**config.mk**
```make
export PLATFORM = sky130hd
export DESIGN_NAME = fieldbus_diag_command_ctrl
export DESIGN_NICKNAME = d
export VERILOG_FILES = /design/src/shared/diag_pkg.sv /design/src/verilog/sweep_timer.sv /design/src/verilog/bcast_sender.sv /design/src/verilog/fieldbus_diag_command_ctrl.sv
export SDC_FILE = /design/constraint.sdc
export NUM_CORES = 1
export LEC_CHECK = 0
export ABC_AREA = 1
export BUFFER_PORTS_ARGS = -buffer_cell sky130_fd_sc_hd__buf_2
export CORE_ASPECT_RATIO = 1.5
export CORE_MARGIN = 5
export CORE_UTILIZATION = 40
export DETAILED_ROUTE_END_ITERATION = 10
export PLACE_DENSITY_LB_ADDON = 0.15
export RECOVER_POWER = 100
export SLEW_MARGIN = 5
export SYNTH_ARGS = -nofsm -noshare
export SYNTH_HDL_FRONTEND = slang
export SYNTH_SLANG_ARGS = --single-unit
```
**constraint.sdc**
```tcl
create_clock -name core_clk_i -period 3.4 [get_ports core_clk_i]
set_input_delay 0.34 -clock core_clk_i [delete_from_list [all_inputs] [get_ports core_clk_i]]
set_output_delay 0.34 -clock core_clk_i [all_outputs]
set_load 0.05 [all_outputs]
```
**src/shared/diag_pkg.sv**
```systemverilog
// Purpose: constants and carriers for the field-bus diagnostic command controller
// Assumes: 32-bit classic wishbone register bus, byte addresses
// Notes: offsets are byte addresses
`default_nettype none
package diag_pkg;
	localparam logic [7:0] CTRL_OFS = 8'h00;
	localparam logic [7:0] STAT_OFS = 8'h04;
	localparam logic [7:0] TBL_START_OFS = 8'h08;
	localparam logic [7:0] TBL_LEN_OFS = 8'h0c;
	localparam logic [7:0] COUNT_OFS = 8'h10;
	localparam logic [7:0] IRQ_STAT_OFS = 8'h14;
	localparam logic [7:0] IRQ_MASK_OFS = 8'h18;
	localparam logic [7:0] DEV_MASK_OFS = 8'h1c;
	// control bits
	localparam int PULSE_BIT = 0;
	localparam int CLEAR_BIT = 1;
	localparam int LOG_BIT = 2;
	localparam int ENABLE_BIT = 3;
	// status bits
	localparam int SETUP_ERR_BIT = 0;
	localparam int OVERFLOW_BIT = 1;
	localparam int BUSY_BIT = 2;
	// interrupt event bits
	localparam int EV_CLEAR_DONE = 0;
	localparam int EV_PULSE_DONE = 1;
	localparam int EV_SETUP_ERR = 2;
	localparam int EV_LOGGED = 3;
	localparam int EV_W = 4;
	localparam logic [15:0] TBL_START_RST = 16'h0000;
	localparam logic [15:0] TBL_LEN_RST = 16'h0000;
	localparam logic [15:0] TBL_LEN_MAX = 16'h0010;
	localparam int SWEEP_CYCLES_DEF = 64;

	typedef enum logic [1:0] {CMD_NONE, CMD_CLEAR, CMD_PULSE} bcast_cmd_t;
	typedef struct packed {
		logic valid;
		bcast_cmd_t cmd;
		logic [4:0] dev;
	} datagram_t;
	typedef struct packed {
		logic cyc;
		logic stb;
		logic we;
		logic [7:0] adr;
		logic [3:0] sel;
		logic [31:0] dat;
	} wb_req_t;
endpackage
`default_nettype wire

```
**src/verilog/sweep_timer.sv**
```systemverilog
// Purpose: produces one-cycle sweep ticks
// Assumes: single clock
// Notes: period is a parameter
`default_nettype none
module sweep_timer import diag_pkg::*; #(
	parameter int SWEEP_CYCLES = SWEEP_CYCLES_DEF
) (
	input wire logic core_clk_i,
	input wire logic rst_n_i,
	output logic tick_o
);
	typedef struct packed {
		logic [15:0] cnt;
		logic tick;
	} st_t;
	st_t q, d;
	// period must fit the 16-bit counter
	if (SWEEP_CYCLES < 2 || SWEEP_CYCLES > 65535) begin : g_bad_period
		$error("sweep_timer: bad SWEEP_CYCLES");
	end
	always_comb begin
		d = q;
		d.tick = 1'b0;
		if (q.cnt == 16'(SWEEP_CYCLES - 1)) begin
			d.cnt = 16'h0000;
			d.tick = 1'b1;
		end else begin
			d.cnt = q.cnt + 16'h0001;
		end
	end
	always_ff @(posedge core_clk_i) begin
		if (!rst_n_i) begin
			q <= '0;
		end else begin
			q <= d;
		end
	end
	assign tick_o = q.tick;
endmodule // sweep_timer
`default_nettype wire

```
**src/verilog/bcast_sender.sv**
```systemverilog
// Purpose: walks the logged-in devices, one datagram per unit per sweep
// Assumes: start only when idle
// Notes: done pulses in the same cycle as the last device's datagram
`default_nettype none
module bcast_sender import diag_pkg::*; #(
	parameter int NUM_UNITS = 2,
	parameter int DEVS = 32
) (
	input wire logic core_clk_i,
	input wire logic rst_n_i,
	input wire logic start_i,
	input wire bcast_cmd_t cmd_i,
	input wire logic sweep_i,
	input wire logic [DEVS-1:0] logged_in_i,
	output datagram_t [NUM_UNITS-1:0] dgram_o,
	output logic busy_o,
	output logic done_o
);
	localparam int PER = DEVS / NUM_UNITS;
	typedef struct packed {
		logic busy;
		logic done;
		bcast_cmd_t cmd;
		logic [4:0] ptr;
		datagram_t [NUM_UNITS-1:0] dg;
	} st_t;
	st_t q, d;
	// device index and pointer are five bits wide
	if (DEVS > 32 || NUM_UNITS < 1 || DEVS % NUM_UNITS != 0) begin : g_bad_size
		$error("bcast_sender: bad sizing");
	end
	always_comb begin
		d = q;
		d.done = 1'b0;
		for (int u = 0; u < NUM_UNITS; u++) begin
			d.dg[u] = '0;
		end
		if (start_i && !q.busy) begin
			d.busy = 1'b1;
			d.cmd = cmd_i;
			d.ptr = 5'h00;
		end else if (q.busy && sweep_i) begin
			// one pointer shared by all units, offset per unit, one datagram per unit per sweep
			for (int u = 0; u < NUM_UNITS; u++) begin
				d.dg[u].dev = 5'(u * PER) + q.ptr;
				d.dg[u].cmd = q.cmd;
				d.dg[u].valid = logged_in_i[u * PER + int'(q.ptr)];
			end
			if (q.ptr == 5'(PER - 1)) begin
				d.busy = 1'b0;
				d.done = 1'b1;
			end else begin
				d.ptr = q.ptr + 5'h01;
			end
		end
	end
	always_ff @(posedge core_clk_i) begin
		if (!rst_n_i) begin
			q <= '0;
		end else begin
			q <= d;
		end
	end
	assign dgram_o = q.dg;
	assign busy_o = q.busy;
	assign done_o = q.done;
endmodule // bcast_sender
`default_nettype wire

```
**src/verilog/fieldbus_diag_command_ctrl.sv**
```systemverilog
// Purpose: sweep-driven field-bus diagnostic command controller
// Assumes: classic wishbone slave, one clock, run mode given as a level
// Notes: events: clear done, pulse done, setup error, membership logged
// Operation
// - on clear request the fault count is zeroed before any clear datagram
// - clear datagram to each logged-in device, one per unit per sweep
// - clear request bit drops when all devices have been sent the clear
// - request bits sampled once per sweep in run mode, not while busy
// - clear and pulse together: clear is done first
// - logging bit gates recording of device add and loss as faults
// - with enable clear, routine skipped and no status or command bit written
// - enable checked every run-mode sweep, diagnostics only when set
// - pulse test bit sends pulse datagram to each logged-in device, then clears
// - setup checked on enable rising or at start in run mode; error blocks
// - overflow flag tracks count above table length each enabled run sweep
`default_nettype none
module fieldbus_diag_command_ctrl import diag_pkg::*; #(
	parameter int NUM_UNITS = 2,
	parameter int DEVS = 32,
	parameter int SWEEP_CYCLES = SWEEP_CYCLES_DEF
) (
	input wire logic core_clk_i,
	input wire logic rst_n_i,
	input wire logic wb_cyc_i,
	input wire logic wb_stb_i,
	input wire logic wb_we_i,
	input wire logic [7:0] wb_adr_i,
	input wire logic [3:0] wb_sel_i,
	input wire logic [31:0] wb_dat_i,
	output logic [31:0] wb_dat_o,
	output logic wb_ack_o,
	input wire logic run_mode_i,
	input wire logic [DEVS-1:0] logged_in_i,
	output datagram_t [NUM_UNITS-1:0] dgram_o,
	output logic log_we_o,
	output logic [15:0] log_addr_o,
	output logic [4:0] log_dev_o,
	output logic log_lost_o,
	output logic irq_o
);
	typedef enum {IDLE, CLEAR_ZERO, CLEAR_SEND, PULSE_SEND} op_t;
	typedef struct packed {
		logic ack;
		logic [31:0] rdat;
		logic [3:0] ctrl;
		logic setup_err;
		logic overflow;
		logic [15:0] tbl_start;
		logic [15:0] tbl_len;
		logic [15:0] count;
		logic [EV_W-1:0] irq_stat;
		logic [EV_W-1:0] irq_mask;
		logic irq;
		logic en_prev;
		logic first;
		logic start;
		bcast_cmd_t start_cmd;
		op_t op;
		logic [DEVS-1:0] seen;
		logic run1;
		logic run2;
		logic [DEVS-1:0] sync1;
		logic [DEVS-1:0] sync2;
		logic log_we;
		logic [15:0] log_addr;
		logic [4:0] log_dev;
		logic log_lost;
	} st_t;
	st_t q, d;
	logic sweep;
	logic busy;
	logic done;
	logic wb_hit;
	logic run;
	logic [DEVS-1:0] changed;
	logic run_en;
	logic ctrl_wr;

	// device index, log device and mask read are five and 32 bits wide
	if (DEVS < 1 || DEVS > 32 || NUM_UNITS < 1 || SWEEP_CYCLES < 2) begin : g_bad_size
		$error("fieldbus_diag_command_ctrl: bad sizing");
	end

	sweep_timer #(.SWEEP_CYCLES(SWEEP_CYCLES)) u_timer (
		.core_clk_i(core_clk_i),
		.rst_n_i(rst_n_i),
		.tick_o(sweep)
	);

	bcast_sender #(.NUM_UNITS(NUM_UNITS), .DEVS(DEVS)) u_send (
		.core_clk_i(core_clk_i),
		.rst_n_i(rst_n_i),
		.start_i(q.start),
		.cmd_i(q.start_cmd),
		.sweep_i(run_en),
		.logged_in_i(q.sync2),
		.dgram_o(dgram_o),
		.busy_o(busy),
		.done_o(done)
	);

	assign wb_hit = wb_cyc_i && wb_stb_i && !q.ack;
	assign run = q.run2 && sweep;
	assign changed = q.sync2 ^ q.seen;
	// broadcasts advance only on enabled run sweeps
	assign run_en = run && q.ctrl[ENABLE_BIT] && !q.setup_err;
	assign ctrl_wr = wb_hit && wb_we_i && wb_sel_i[0] && wb_adr_i == CTRL_OFS;

	always_comb begin
		d = q;
		d.ack = wb_hit;
		d.start = 1'b0;
		d.log_we = 1'b0;
		d.run1 = run_mode_i;
		d.run2 = q.run1;
		d.sync1 = logged_in_i;
		d.sync2 = q.sync1;
		// register writes (user logic sets bits)
		if (wb_hit && wb_we_i && wb_sel_i[0]) begin
			case (wb_adr_i)
				CTRL_OFS: d.ctrl = wb_dat_i[3:0];
				TBL_START_OFS: d.tbl_start = wb_dat_i[15:0];
				TBL_LEN_OFS: d.tbl_len = wb_dat_i[15:0];
				IRQ_MASK_OFS: d.irq_mask = wb_dat_i[EV_W-1:0];
				default: d.ctrl = d.ctrl;
			endcase
		end
		// reads, interrupt status cleared on read
		d.rdat = 32'h0000_0000;
		if (wb_hit && !wb_we_i) begin
			case (wb_adr_i)
				CTRL_OFS: d.rdat = {28'h0000000, q.ctrl};
				STAT_OFS: d.rdat = {29'h0000000, busy || q.op != IDLE, q.overflow, q.setup_err};
				TBL_START_OFS: d.rdat = {16'h0000, q.tbl_start};
				TBL_LEN_OFS: d.rdat = {16'h0000, q.tbl_len};
				COUNT_OFS: d.rdat = {16'h0000, q.count};
				IRQ_STAT_OFS: d.rdat = {28'h0000000, q.irq_stat};
				IRQ_MASK_OFS: d.rdat = {28'h0000000, q.irq_mask};
				DEV_MASK_OFS: d.rdat = 32'(q.sync2);
				default: d.rdat = 32'h0000_0000;
			endcase
			if (wb_adr_i == IRQ_STAT_OFS) begin
				d.irq_stat = '0;
			end
		end
		if (run) begin
			d.en_prev = q.ctrl[ENABLE_BIT];
			d.first = 1'b0;
			// setup check on enable rising or first run sweep
			if (q.ctrl[ENABLE_BIT] && (!q.en_prev || q.first)) begin
				d.setup_err = q.tbl_len == 16'h0000 || q.tbl_len > TBL_LEN_MAX;
				if (d.setup_err) begin
					d.irq_stat[EV_SETUP_ERR] = 1'b1;
				end
			end
			// whole routine gated by enable and setup
			if (q.ctrl[ENABLE_BIT] && !d.setup_err) begin
				d.overflow = q.count > q.tbl_len;
				d.seen = q.sync2;
				// membership change logging
				if (q.ctrl[LOG_BIT] && changed != '0) begin
					for (int i = DEVS - 1; i >= 0; i--) begin
						if (changed[i]) begin
							d.log_dev = 5'(i);
							d.log_lost = !q.sync2[i];
						end
					end
					d.seen = q.seen ^ (changed & (~changed + DEVS'(1)));
					d.log_we = q.count < q.tbl_len;
					d.log_addr = q.tbl_start + (q.count * 16'h000a);
					d.count = q.count + 16'h0001;
					d.irq_stat[EV_LOGGED] = 1'b1;
				end
				case (q.op)
					IDLE: begin
						// sampled only while idle, clear first
						if (q.ctrl[CLEAR_BIT]) begin
							d.op = CLEAR_ZERO;
						end else if (q.ctrl[PULSE_BIT]) begin
							d.op = PULSE_SEND;
							d.start = 1'b1;
							d.start_cmd = CMD_PULSE;
						end
					end
					CLEAR_ZERO: begin
						d.count = 16'h0000;
						d.op = CLEAR_SEND;
						d.start = 1'b1;
						d.start_cmd = CMD_CLEAR;
					end
					default: d.op = q.op;
				endcase
			end
		end
		// completion clears request bits, set by user in same cycle wins
		if (done && q.op == CLEAR_SEND) begin
			d.op = IDLE;
			if (!ctrl_wr) begin
				d.ctrl[CLEAR_BIT] = 1'b0;
			end
			d.irq_stat[EV_CLEAR_DONE] = 1'b1;
		end
		if (done && q.op == PULSE_SEND) begin
			d.op = IDLE;
			if (!ctrl_wr) begin
				d.ctrl[PULSE_BIT] = 1'b0;
			end
			d.irq_stat[EV_PULSE_DONE] = 1'b1;
		end
		d.irq = (d.irq_stat & q.irq_mask) != '0;
	end

	always_ff @(posedge core_clk_i) begin
		if (!rst_n_i) begin
			q <= '0;
			q.first <= 1'b1;
			q.tbl_start <= TBL_START_RST;
			q.tbl_len <= TBL_LEN_RST;
			q.op <= IDLE;
			q.start_cmd <= CMD_NONE;
		end else begin
			q <= d;
		end
	end

	assign wb_ack_o = q.ack;
	assign wb_dat_o = q.rdat;
	assign irq_o = q.irq;
	assign log_we_o = q.log_we;
	assign log_addr_o = q.log_addr;
	assign log_dev_o = q.log_dev;
	assign log_lost_o = q.log_lost;
endmodule // fieldbus_diag_command_ctrl
`default_nettype wire

```
# == Word-level counts from Yosys, hierarchy flattened ==
# Cells that the tools add are included.
# classes
n_mul,1
bitwise,8
addsub,7
n_reduce_logical,86
n_eq_ne,15
magnitude_cmp,5
muxes,66
# op_table
cell,count
32-bit one-hot mux with 8 select lines,1
6-bit two-way mux,32
32-bit by 3-bit == test with 1-bit output (second input constant),2
32-bit two-way mux,2
32-bit one-hot mux with 2 select lines,1
32-bit nonzero test,2
32-bit XOR,2
1-bit zero test,38
35-bit two-way mux,1
16-bit by 1-bit adder with 16-bit output (second input constant),2
32-bit by 1-bit adder with 32-bit output (second input constant),1
32-bit AND,1
32-bit by 1-bit == test with 1-bit output (second input constant),1
8-bit by 5-bit == test with 1-bit output (second input constant),4
32-bit zero test,1
32-bit by 7-bit < comparator with 1-bit output (second input constant),1
32-bit inverter,1
17-bit two-way mux,1
16-bit adder,1
16-bit by 6-bit == test with 1-bit output (second input constant),1
8-bit by 4-bit == test with 1-bit output (second input constant),2
16-bit greater-than comparator,1
16-bit by 5-bit greater-than comparator with 1-bit output (second input constant),1
1-bit logical AND,16
other kinds (30),72
# totals
reg_bits,294
out_inout_bits,73

# == Logic depth before layout (Yosys ltp) ==
# Gate-level depths: netlist (run 1).
# logic_depth
depth_word,33
mapped_depth,37

# == Modules after synthesis ==
# A second synthesis (run 1) with hierarchy kept.
# hier_totals
cells_unflattened,1894
hier_area_um2,13399.1
# modules_own_cells
mod,n_inst,area_per_inst_um2,seq_area_each_um2,cells_each
fieldbus_diag_command_ctrl,1,11310.8,4484.3,1576
bcast_sender,1,1197.4,380.4,187
sweep_timer,1,890.9,340.3,131

# == Worst setup path after synthesis (run 1) ==
# OpenSTA, ideal clock, no wires.
# synth_path
path_type,register to register
startpoint,reg q[168] (netlist name)
endpoint,"reg q, in the netlist log_addr_o[15]"
t_required_ns,3.280
n_path_buf,0
synth_period_minus_slack_ns,3.403
setup_time_ns,0.120
t_arrival_ns,3.283
setup_slack_ns,-0.003
stages_incl_launch_ff,20
path_cell_list,dfxtp_1 -> ha_1 -> ha_1 -> inv_1 -> fa_1 -> o21ai_0 -> a21oi_1 -> o21bai_1 -> a21oi_1 -> o21ai_0 -> xnor2_1 -> inv_1 -> ha_1 -> a21oi_1 -> o21ai_0 -> a21oi_1 -> nor2_1 -> nor2_1 -> xor2_1 -> a21oi_1
# synth_via
elab_chain_cells,2
# synth_lines
element,line_no,text
from (decl),fieldbus_diag_command_ctrl.sv:69,"st_t q, d;"
16-bit by 3-bit multiplier with 15-bit output,fieldbus_diag_command_ctrl.sv:170,d.log_addr = q.tbl_start + (q.count * 16'h000a);
16-bit adder,fieldbus_diag_command_ctrl.sv:170,
# Every way passes these cells.
# A chain may end at the register's enable or synchronous reset.

# == Worst setup path after layout (run 1) ==
# layout_path
startpoint,reg q[170] (netlist name)
endpoint,"reg q, in the netlist log_addr_o[14]"
# The elaborated chain is that of the path after synthesis.

==> parameters.txt, run 1 <==
Parameter                              Value

Worst hold path
  Hold Path Origin    wb_dat_i[13]
  Endpoint, Worst Hold    q[212]$_SDFFE_PN0P_
  Worst hold-check path type    in2reg
  Min-Delay Path Depth    3

Clock tree
  Clock Tree Buf Depth    3
  Clock-pin slew on the worst setup and hold paths    60 ps
  Total CTS buffers    27
  Number of sinks on the clock net    260
  Root Buffer Master    sky130_fd_sc_hd__clkbuf_16
  Total number of H-tree levels    1
  Clock tree from TritonCTS    yes
  Worst skew pair latency    550 ps

STA
  Rel. slew slack    -0.389
  Time the final worst path needs with I/O delays and setup    3270 ps
  Layout Skew    16.1 ps
  Unrepaired setup endpoints after global routing    true
  Maximum clock frequency    306 MHz
  Number of failing hold endpoints at the final stage    0
  Final Max Slew Viols    172
  Worst hold-check slack    46.8 ps
  Slew @ Worst Pin    2080 ps
  Setup violators final    0
  Crit share post-route    0.963

Yosys
  Number of synthesized flops with an enable pin    0
  Ys Warns    0
  Syn_area_per_cell    7.16 sq um
  Predominant post-synthesis flop cell    sky130_fd_sc_hd__dfxtp_1
  Summed instance area of the synthesized netlist    13000 sq um
  Top post-synthesis cells by count    sky130_fd_sc_hd__inv_1, sky130_fd_sc_hd__dfxtp_1, sky130_fd_sc_hd__nor2_1
  Area fraction of the dominant cell type after synthesis    0.401
  Library cell occupying the most area in the post-synthesis netlist    sky130_fd_sc_hd__dfxtp_1
  Sequential share of the synthesized area    0.401
  Yosys cell types    50
  Gate Count Post-Synth    1813
  Most frequently used cell type in the post-synthesis netlist    sky130_fd_sc_hd__inv_1
  Net count after synthesis    1954
  Proportion of register bits with asynchronous set or reset after synthesis    0
  Synth area leaders    sky130_fd_sc_hd__dfxtp_1, sky130_fd_sc_hd__inv_1, sky130_fd_sc_hd__nor2_1
  Seq cells post-synth    260

GRT
  Gr ovfl total    0
  Global-route total usage across every layer    0.196
  First-pass GRT wire length    56.9 mm
  Largest net degree at the start of global routing    82
  Initial antenna violation count    0
  Vias in the first global route    11300

Critical path
  Maximum fanout along the worst path    3
  Sort of element at the end of the critical path    register
  FF-to-FF setup slack    130 ps
  CP Data Required Time    3820 ps
  Classification of the worst setup path    reg2reg
  Crit start category    register
  Reg2Reg Capture Point    log_addr_o[14]$_SDFFE_PN0P_
  Worst flop-to-flop path startpoint    q[170]$_SDFFE_PN0P_
  Number of cell instances on the worst register-to-register path    21
  Signal arrival time at the worst endpoint    3700 ps

Status
  Violations in the final reports    capacitance limit, slew limit
  Run status    complete, but fails checks

Route
  Router iterations before antenna repair    5
  Residual antenna-violating net count after detailed routing    0
  Iter 0 DRT Violations    556
  Routed wirelength normalized by instance count    15.3 microns
  Number of vias per cell after detailed routing    4.95
  Post-detailed-route DRC marker count    0
  Final WL    36.2 mm
  DR vias    11700

Cells and area
  Utilization of the core after routing    0.472
  Filler instances    3245
  Antenna diode count    0
  Net count reported at finish    2076
  Area Overhead vs Synth    16.0%
  Ratio of cells with drive above 1 in the final layout    0.110

Floorplan
  Core Box Area    31900 sq um
  Initial standard-cell utilization of the core    0.406
  Std-Cell Rows    80
  Vert. Die Dim    231 microns
  Horizontal die dimension    157 microns
  Top-level port count    155
  Die area    36200 sq um

Placed design
  Quantity of I/O buffers inserted on ports    135
  Post-detail-place hpwl    27.6 mm
  Placer's final routability congestion estimate    0.914

Flow run
  Max-cap violations    3

Power
  Maximum VDD drop    422 uV
  Static Leak    6.86 nW
  Power per unit of standard cell area    423 nW/um^2
[cell usage in the layout (no fill, tap or decap), types with 34 or more instances in the layout]
| cell | Yosys | final |
|---|---|---|
| sky130_fd_sc_hd__buf_2 | 6 | 61 |
| sky130_fd_sc_hd__dfxtp_1 | 260 | 256 |
| sky130_fd_sc_hd__clkbuf_1 | 38 | 81 |
| sky130_fd_sc_hd__ha_1 | 57 | 49 |
| sky130_fd_sc_hd__nor2_1 | 253 | 254 |
| sky130_fd_sc_hd__nand2_1 | 251 | 251 |
| sky130_fd_sc_hd__inv_1 | 299 | 295 |
| sky130_fd_sc_hd__buf_4 | 70 | 40 |
| sky130_fd_sc_hd__nor3_1 | 34 | 34 |
| sky130_fd_sc_hd__a21oi_1 | 170 | 164 |
| sky130_fd_sc_hd__o21ai_0 | 140 | 136 |
| sky130_fd_sc_hd__nand3_1 | 46 | 46 |
[where the power goes]
group,switching (mW),internal [mW]
Sequential,0.0226,3.09
Clock,1.24,1.66
Combinational,0.230,0.133
[routing by layer]
metal / GRT usage / wire (microns) / part of all wire
met5: 0 / 0 / 0
met4: 0.0874 / 1650 / 0.046
met3: 0.0219 / 1710 / 0.047
met2: 0.360 / 18600 / 0.51
met1: 0.226 / 14200 / 0.39
[layout make-up]
cell class                      instances  area (sq um)  share of cell area
Clock buffer                           33           718              0.0477
Clock inverter                         14           148             0.00980
Inverter                              314          1190              0.0790
Multi-Input combinational cell       1118          6010               0.399
Sequential cell                       260          5210               0.346
Tap cell                              410           513              0.0341
Timing Repair Buffer                  214          1270              0.0843
[state kept, by name, indices dropped and copies added, names as in the netlist, 5 cells and up]
name            cells
wb_dat_o           32
u_timer.q          16
log_dev_o           5
d                  33
u_send.dgram_o     10
q                 134
u_send.q            7
log_addr_o         16
[how the worst max path moves through the flow]
stage                             start                     endpoint  depth (start not counted)
CTS                 q[168]$_SDFFE_PN0P_  log_addr_o[15]$_SDFFE_PN0P_                         21
global route        q[170]$_SDFFE_PN0P_  log_addr_o[14]$_SDFFE_PN0P_                         21
finish              q[170]$_SDFFE_PN0P_  log_addr_o[14]$_SDFFE_PN0P_                         21
global placement    q[170]$_SDFFE_PN0P_  log_addr_o[15]$_SDFFE_PN0P_                         19
floorplan           q[168]$_SDFFE_PN0P_  log_addr_o[15]$_SDFFE_PN0P_                         19
detailed placement  q[170]$_SDFFE_PN0P_  log_addr_o[15]$_SDFFE_PN0P_                         19
[critical path, stage by stage (launching register included)]
cell	delay [ps]
sky130_fd_sc_hd__dfxtp_2	330
sky130_fd_sc_hd__ha_4	270
sky130_fd_sc_hd__ha_4	130
sky130_fd_sc_hd__inv_2	30
sky130_fd_sc_hd__fa_2	520
sky130_fd_sc_hd__inv_2	50
sky130_fd_sc_hd__ha_4	240
sky130_fd_sc_hd__inv_4	60
sky130_fd_sc_hd__o21bai_4	50
sky130_fd_sc_hd__nand2_1	80
sky130_fd_sc_hd__nand2_1	70
sky130_fd_sc_hd__a21oi_2	160
sky130_fd_sc_hd__inv_1	70
sky130_fd_sc_hd__a21oi_2	130
sky130_fd_sc_hd__o21bai_1	110
sky130_fd_sc_hd__a21oi_1	190
sky130_fd_sc_hd__o21bai_2	100
sky130_fd_sc_hd__a21oi_1	140
sky130_fd_sc_hd__nor2_1	60
sky130_fd_sc_hd__nor2_1	120
sky130_fd_sc_hd__xor2_1	150
sky130_fd_sc_hd__a21oi_1	70
[cells by family (layout without fill, tap and decap cells)]
family / Yosys count / in the layout / synth area share
compound gates: 389 / 389 / 0.165
xor+xnor: 35 / 35 / 0.0236
flops: 260 / 260 / 0.401
buf+inv: 435 / 575 / 0.148
fa+ha+maj: 59 / 59 / 0.0580
simple gates: 635 / 635 / 0.205
[stage by stage]
stage	instance area, sq um	setup slack [ps]	TNS (ps)	std cells	total power [mW]
after floorplan	13000	68.7	0	1813	3.39
after global placement	13800	16.0	0	2278	3.51
after detailed placement	13800	-16.9	-16.9	2278	3.51
after CTS	15000	17.5	0	2358	6.47
after global routing	15100	-81.7	-256	2363	6.65
final	15100	127	0	2363	6.38
[what timing repair did]
item                       in CTS  in global routing
buffers inserted                0                  5
gates resized for setup         2                 34
pin swaps                       0                 19
hold endpoints to repair       33                  0
setup endpoints to repair       1                  4
hold buffers                   33                  0
Power figures use the tool's default switching activity.
==> inputs of run 2 (changes only) <==
RECOVER_POWER = default   (was 100)
==> run 2 against run 1 <==
Effect of this change: wire length about the same; maximum frequency about the same; die area unchanged; clock power about the same; sequential cell count unchanged; largest cell class unchanged; critical endpoint unchanged; power about the same; the run now ends clean; non-clock buffer count unchanged.
==> parameters.txt, run 2 (same netlist as run 1, synthesis figures left out) <==
Parameter                              Value

GRT
  Global-route total usage across every layer    0.196
  Initial antenna violation count    0
  Vias in the first global route    11300
  First-pass GRT wire length    56.9 mm
  Largest net degree at the start of global routing    82
  Gr ovfl total    0

Cells and area
  Largest register by flop count    q
  Leading cell types in the layout, fill and taps excluded    sky130_fd_sc_hd__inv_1, sky130_fd_sc_hd__dfxtp_1, sky130_fd_sc_hd__nor2_1
  Area Overhead vs Synth    16.9%
  Non-filler cells in the finished layout    2363
  Net count reported at finish    2076
  Number of flip-flops under the largest register name    134
  Most common cell after layout, fill and taps aside    sky130_fd_sc_hd__inv_1
  Ratio of cells with drive above 1 in the final layout    0.150
  Antenna diode count    0
  Design Area, Final    15200 sq um

Critical path
  Largest stage delay, worst path    520 ps
  Worst flop-to-flop path startpoint    q[170]$_SDFFE_PN0P_
  Classification of the worst setup path    reg2reg
  Signal arrival time at the worst endpoint    3700 ps
  Launch point of the worst path    q[170]$_SDFFE_PN0P_
  Crit start category    register
  Series of cell instances along the critical path    ha_4 -> ha_4 -> inv_2 -> fa_2 -> inv_2 -> ha_4 -> inv_4 -> o21bai_4 -> nand2_1 -> nand2_1 -> a21oi_2 -> inv_1 -> a21oi_2 -> o21bai_1 -> a21oi_1 -> o21bai_2 -> a21oi_1 -> nor2_1 -> nor2_1 -> xor2_1 -> a21oi_1
  Maximum fanout along the worst path    3
  CP Data Required Time    3830 ps
  Dominant delay contributor by cell family on the critical path    adder cells
  Sort of element at the end of the critical path    register
  Number of cell instances on the worst register-to-register path    21
  Library cell contributing the largest single delay on the critical path    sky130_fd_sc_hd__fa_2
  Critical path depth    21
  Buffer and inverter count on the worst path    4

Power
  Switching power as a share of total power    0.235
  Static Leak    7.20 nW
  P_int    4.88 mW
  Maximum VDD drop    422 uV
  Sequential fraction of design power    0.488
  Share of power burned in combinational logic    0.057
  Net Switching    1.50 mW
  Power per unit of standard cell area    420 nW/um^2
  Power share of the clock group    0.455

Floorplan
  Initial standard-cell utilization of the core    0.406
  Core Box Area    31900 sq um
  Vert. Die Dim    231 microns
  Horizontal die dimension    157 microns
  Top-level port count    155
  Die area    36200 sq um
  Std-Cell Rows    80

STA
  Time the final worst path needs with I/O delays and setup    3270 ps
  Rel. slew slack    0.395
  Slew @ Worst Pin    905 ps
  Maximum clock frequency    306 MHz
  Setup violators final    0
  Final Max Slew Viols    0
  Number of failing hold endpoints at the final stage    0
  Layout Skew    16.9 ps
  Unrepaired setup endpoints after global routing    true
  Worst hold-check slack    45.7 ps
  Total Neg Setup Slack    0 ps
  Crit share post-route    0.962

Placed design
  Quantity of I/O buffers inserted on ports    135
  Post-detail-place hpwl    27.6 mm
  Placer's final routability congestion estimate    0.914
  Cell area after placement    13800 sq um
  Dpl cells    2278

Worst hold path
  Worst hold-check path type    in2reg
  Min-Delay Path Depth    3
  Hold Path Origin    wb_dat_i[13]

Clock tree
  Number of sinks on the clock net    260
  Clock Tree Buf Depth    3
  Total number of H-tree levels    1
  Clock-pin slew on the worst setup and hold paths    60 ps
  Worst skew pair latency    550 ps
  Total CTS buffers    27
  Root Buffer Master    sky130_fd_sc_hd__clkbuf_16
  Clock tree from TritonCTS    yes

Route
  Residual antenna-violating net count after detailed routing    0
  Final WL    36.2 mm
  Routed wirelength normalized by instance count    15.3 microns
  Router iterations before antenna repair    5
  Post-detailed-route DRC marker count    0
  Number of vias per cell after detailed routing    4.94
  Iter 0 DRT Violations    566
  DR vias    11700

Flow run
  Max-cap violations    0

Status
  Run status    finished clean
[run 2: cell types whose count changed in the layout (fill, tap and decap cells not counted), sizes merged]
cell,before,now
buf,103,181
clkbuf,111,33
[run 2: final cells by class]
cell class	count	area (sq um)
inverter	314	1190
clock inverter	14	148
multi-input combinational	1118	6010
tap	410	513
sequential	260	5210
fill	3207	16800
clock buffer	33	718
timing repair buffer	214	1380
[run 2: worst min-delay path: cells and delay by family]
family	cells	cell delay, ps
simple gates	2	120
buf+inv	1	90
[run 2: worst paths after layout]
check                                                   end  slack (ps)
worst max-delay path            log_addr_o[14]$_SDFFE_PN0P_         130
worst min-delay path                    q[212]$_SDFFE_PN0P_          50
worst max register to register  log_addr_o[14]$_SDFFE_PN0P_         130
worst min register to register             q[45]$_SDFF_PN0_         410
[run 2: metrics by stage]
| step | power, mW | setup slack [ps] | util |
|---|---|---|---|
| 2_1_floorplan | 3.39 | 68.7 | - |
| 3_3_place_gp | 3.51 | 16.0 | 0.431 |
| 3_5_place_dp | 3.51 | -16.9 | 0.431 |
| 4_1_cts | 6.47 | 17.5 | 0.469 |
| 5_1_grt | 6.65 | -81.7 | 0.475 |
| 6_report | 6.38 | 129 | 0.475 |
[run 2: layer usage]
layer  global-route usage  part of all wire  vias to the layer above
li1                     -                 -                     5977
met1                0.226              0.40                     5315
met2                0.360              0.51                      293
met3               0.0219             0.045                       90
met4               0.0874             0.045                        0
met5                    0                 0                        -
[run 2: power groups by stage]
stage | Sequential (mW) | Combinational, mW | Clock [mW]
global placement | 3.18 | 0.333 | 0
global route | 3.11 | 0.416 | 3.12
detailed placement | 3.18 | 0.335 | 0
CTS | 3.11 | 0.365 | 3.00
floorplan | 3.17 | 0.218 | 0
finish | 3.11 | 0.363 | 2.90
[run 2: timing repair]
item,CTS,global route
endpoints found under the setup margin,1,4
hold endpoints to repair,33,0
hold buffers,33,0
gates cloned,0,0
gates resized for setup,2,34
buffers inserted,0,5
pin swaps,0,19
==> inputs of run 3 (changes only) <==
CTS_BUF_LIST = sky130_fd_sc_hd__clkbuf_2   (was default)
==> run 3 against run 2 <==
Effect of this change: utilization shrank 0.14 points; maximum frequency grew 0.15%; sequential power is essentially flat; combinational power grew 6.1%; non-clock buffer count grew 24; global-route usage grew 0.36 points; cell area shrank 0.29%; critical path type unchanged.
==> parameters.txt, run 3 (same netlist as run 1, synthesis figures left out) <==
Parameter                              Value

Status
  Run status    finished clean

GRT
  Largest net degree at the start of global routing    82
  Fraction of met3 tracks used by global routing    0.0319
  Gr busiest metal    met2
  First-pass GRT wire length    57.8 mm
  Vias in the first global route    11700
  Initial antenna violation count    1
  GRT met1 Usage    0.222
  Global-route met2 utilization    0.368
  Gr ovfl total    0
  Global-route total usage across every layer    0.200

Critical path
  Crit start category    register
  Maximum fanout along the worst path    3
  Signal arrival time at the worst endpoint    4070 ps
  Sort of element at the end of the critical path    register
  CP Data Required Time    4210 ps
  Classification of the worst setup path    reg2reg

Power
  Static Leak    7.31 nW
  Power per unit of standard cell area    371 nW/um^2
  Maximum VDD drop    209 uV
  Post-layout power    5.61 mW

STA
  Setup violators final    0
  Layout Skew    84.3 ps
  Number of failing hold endpoints at the final stage    0
  Final setup margin    134 ps
  Worst hold-check slack    132 ps
  Slew @ Worst Pin    912 ps
  Total Neg Setup Slack    0 ps
  Crit share post-route    0.961
  Maximum clock frequency    306 MHz
  Rel. slew slack    0.390
  Time the final worst path needs with I/O delays and setup    3270 ps
  Unrepaired setup endpoints after global routing    true
  Final Max Slew Viols    0

Placed design
  Placer's final routability congestion estimate    0.914
  Cell area after placement    13800 sq um
  Setup slack at placement    -16.9 ps
  Quantity of I/O buffers inserted on ports    135
  Post-detail-place hpwl    27.6 mm

Floorplan
  Std-Cell Rows    80
  Horizontal die dimension    157 microns
  Die area    36200 sq um
  Top-level port count    155
  Core Box Area    31900 sq um
  Vert. Die Dim    231 microns
  Initial standard-cell utilization of the core    0.406

Cells and area
  Largest register by flop count    q
  Net count reported at finish    2134
  Number of flip-flops under the largest register name    134
  Area Overhead vs Synth    16.6%
  Ratio of cells with drive above 1 in the final layout    0.168
  Leading cell types in the layout, fill and taps excluded    sky130_fd_sc_hd__inv_1, sky130_fd_sc_hd__dfxtp_1, sky130_fd_sc_hd__nor2_1
  Design Area, Final    15100 sq um
  Most common cell after layout, fill and taps aside    sky130_fd_sc_hd__inv_1

Route
  Number of vias per cell after detailed routing    4.88
  Post-detailed-route DRC marker count    0
  Router iterations before antenna repair    5
  Residual antenna-violating net count after detailed routing    0
  Iter 0 DRT Violations    498
  Routed wirelength normalized by instance count    15.0 microns
  DR vias    12000
  Final WL    36.8 mm

Clock tree
  Clock tree from TritonCTS    yes
  Worst skew pair latency    920 ps
  Total CTS buffers    61
  Root Buffer Master    sky130_fd_sc_hd__clkbuf_2
  Number of sinks on the clock net    260
  Clock Tree Buf Depth    3
  Clock-pin slew on the worst setup and hold paths    110 ps
  Total number of H-tree levels    2

Flow run
  Max-cap violations    0

Worst hold path
  Worst hold-check path type    in2reg
[run 3: critical path, stage by stage, from the launching register on]
cell                       delay, ps
sky130_fd_sc_hd__dfxtp_2         350
sky130_fd_sc_hd__ha_4            270
sky130_fd_sc_hd__ha_4            130
sky130_fd_sc_hd__inv_2            30
sky130_fd_sc_hd__fa_2            520
sky130_fd_sc_hd__inv_2            50
sky130_fd_sc_hd__ha_4            240
sky130_fd_sc_hd__inv_4            60
sky130_fd_sc_hd__o21bai_4         50
sky130_fd_sc_hd__nand2_1          70
sky130_fd_sc_hd__nand2_1          70
sky130_fd_sc_hd__a21oi_2         160
sky130_fd_sc_hd__inv_1            70
sky130_fd_sc_hd__a21oi_2         130
sky130_fd_sc_hd__o21bai_1        110
sky130_fd_sc_hd__a21oi_1         190
sky130_fd_sc_hd__o21bai_2        100
sky130_fd_sc_hd__a21oi_1         150
sky130_fd_sc_hd__nor2_1           60
sky130_fd_sc_hd__nor2_1          130
sky130_fd_sc_hd__xor2_1          150
sky130_fd_sc_hd__a21oi_1          70
[run 3: timing repair]
| action | 4_1_cts | 5_1_grt |
|---|---|---|
| pin swaps | 0 | 22 |
| hold buffers | 57 | 0 |
| setup endpoints to repair | 1 | 4 |
| hold endpoints to repair | 109 | 0 |
| setup buffers | 0 | 5 |
| gates resized for setup | 2 | 31 |
[run 3: stage by stage]
| stage | instances | utilization |
|---|---|---|
| after floorplan | 1813 | - |
| after global placement | 2278 | 0.431 |
| after detailed placement | 2278 | 0.431 |
| after CTS | 2446 | 0.467 |
| after global routing | 2453 | 0.474 |
| final | 2453 | 0.474 |
[run 3: path summary, 6_finish.rpt]
check                                         start                          end  slack [ps]  cells after the start
worst max-delay path            q[168]$_SDFFE_PN0P_  log_addr_o[14]$_SDFFE_PN0P_         130                     21
worst max register to register  q[168]$_SDFFE_PN0P_  log_addr_o[14]$_SDFFE_PN0P_         130                     21
worst min-delay path                logged_in_i[17]             d[40]$_SDFF_PN0_         130                      4
worst min register to register     d[37]$_SDFF_PN0_             q[37]$_SDFF_PN0_         380                      2
[run 3: area by class of cell]
class / count / area, sq um
clock buffers: 89 / 445
clock inverters: 22 / 141
inverters: 314 / 1190
fillers: 3230 / 16800
well taps: 410 / 513
repair buffers: 238 / 1620
multi-input cells: 1118 / 6000
diodes: 2 / 5.00
flip-flops and latches: 260 / 5210
[run 3: metal layers]
metal / vias to the layer above / share of wire
met5: - / 0
met4: 0 / 0.045
met3: 101 / 0.049
met2: 327 / 0.51
met1: 5415 / 0.39
li1: 6132 / -
[run 3: report_power, final]
part | internal [mW] | leakage, nW | switching (mW)
Sequential | 3.08 | 2.11 | 0.0228
Clock | 0.857 | 0.441 | 1.26
Combinational | 0.150 | 4.76 | 0.235
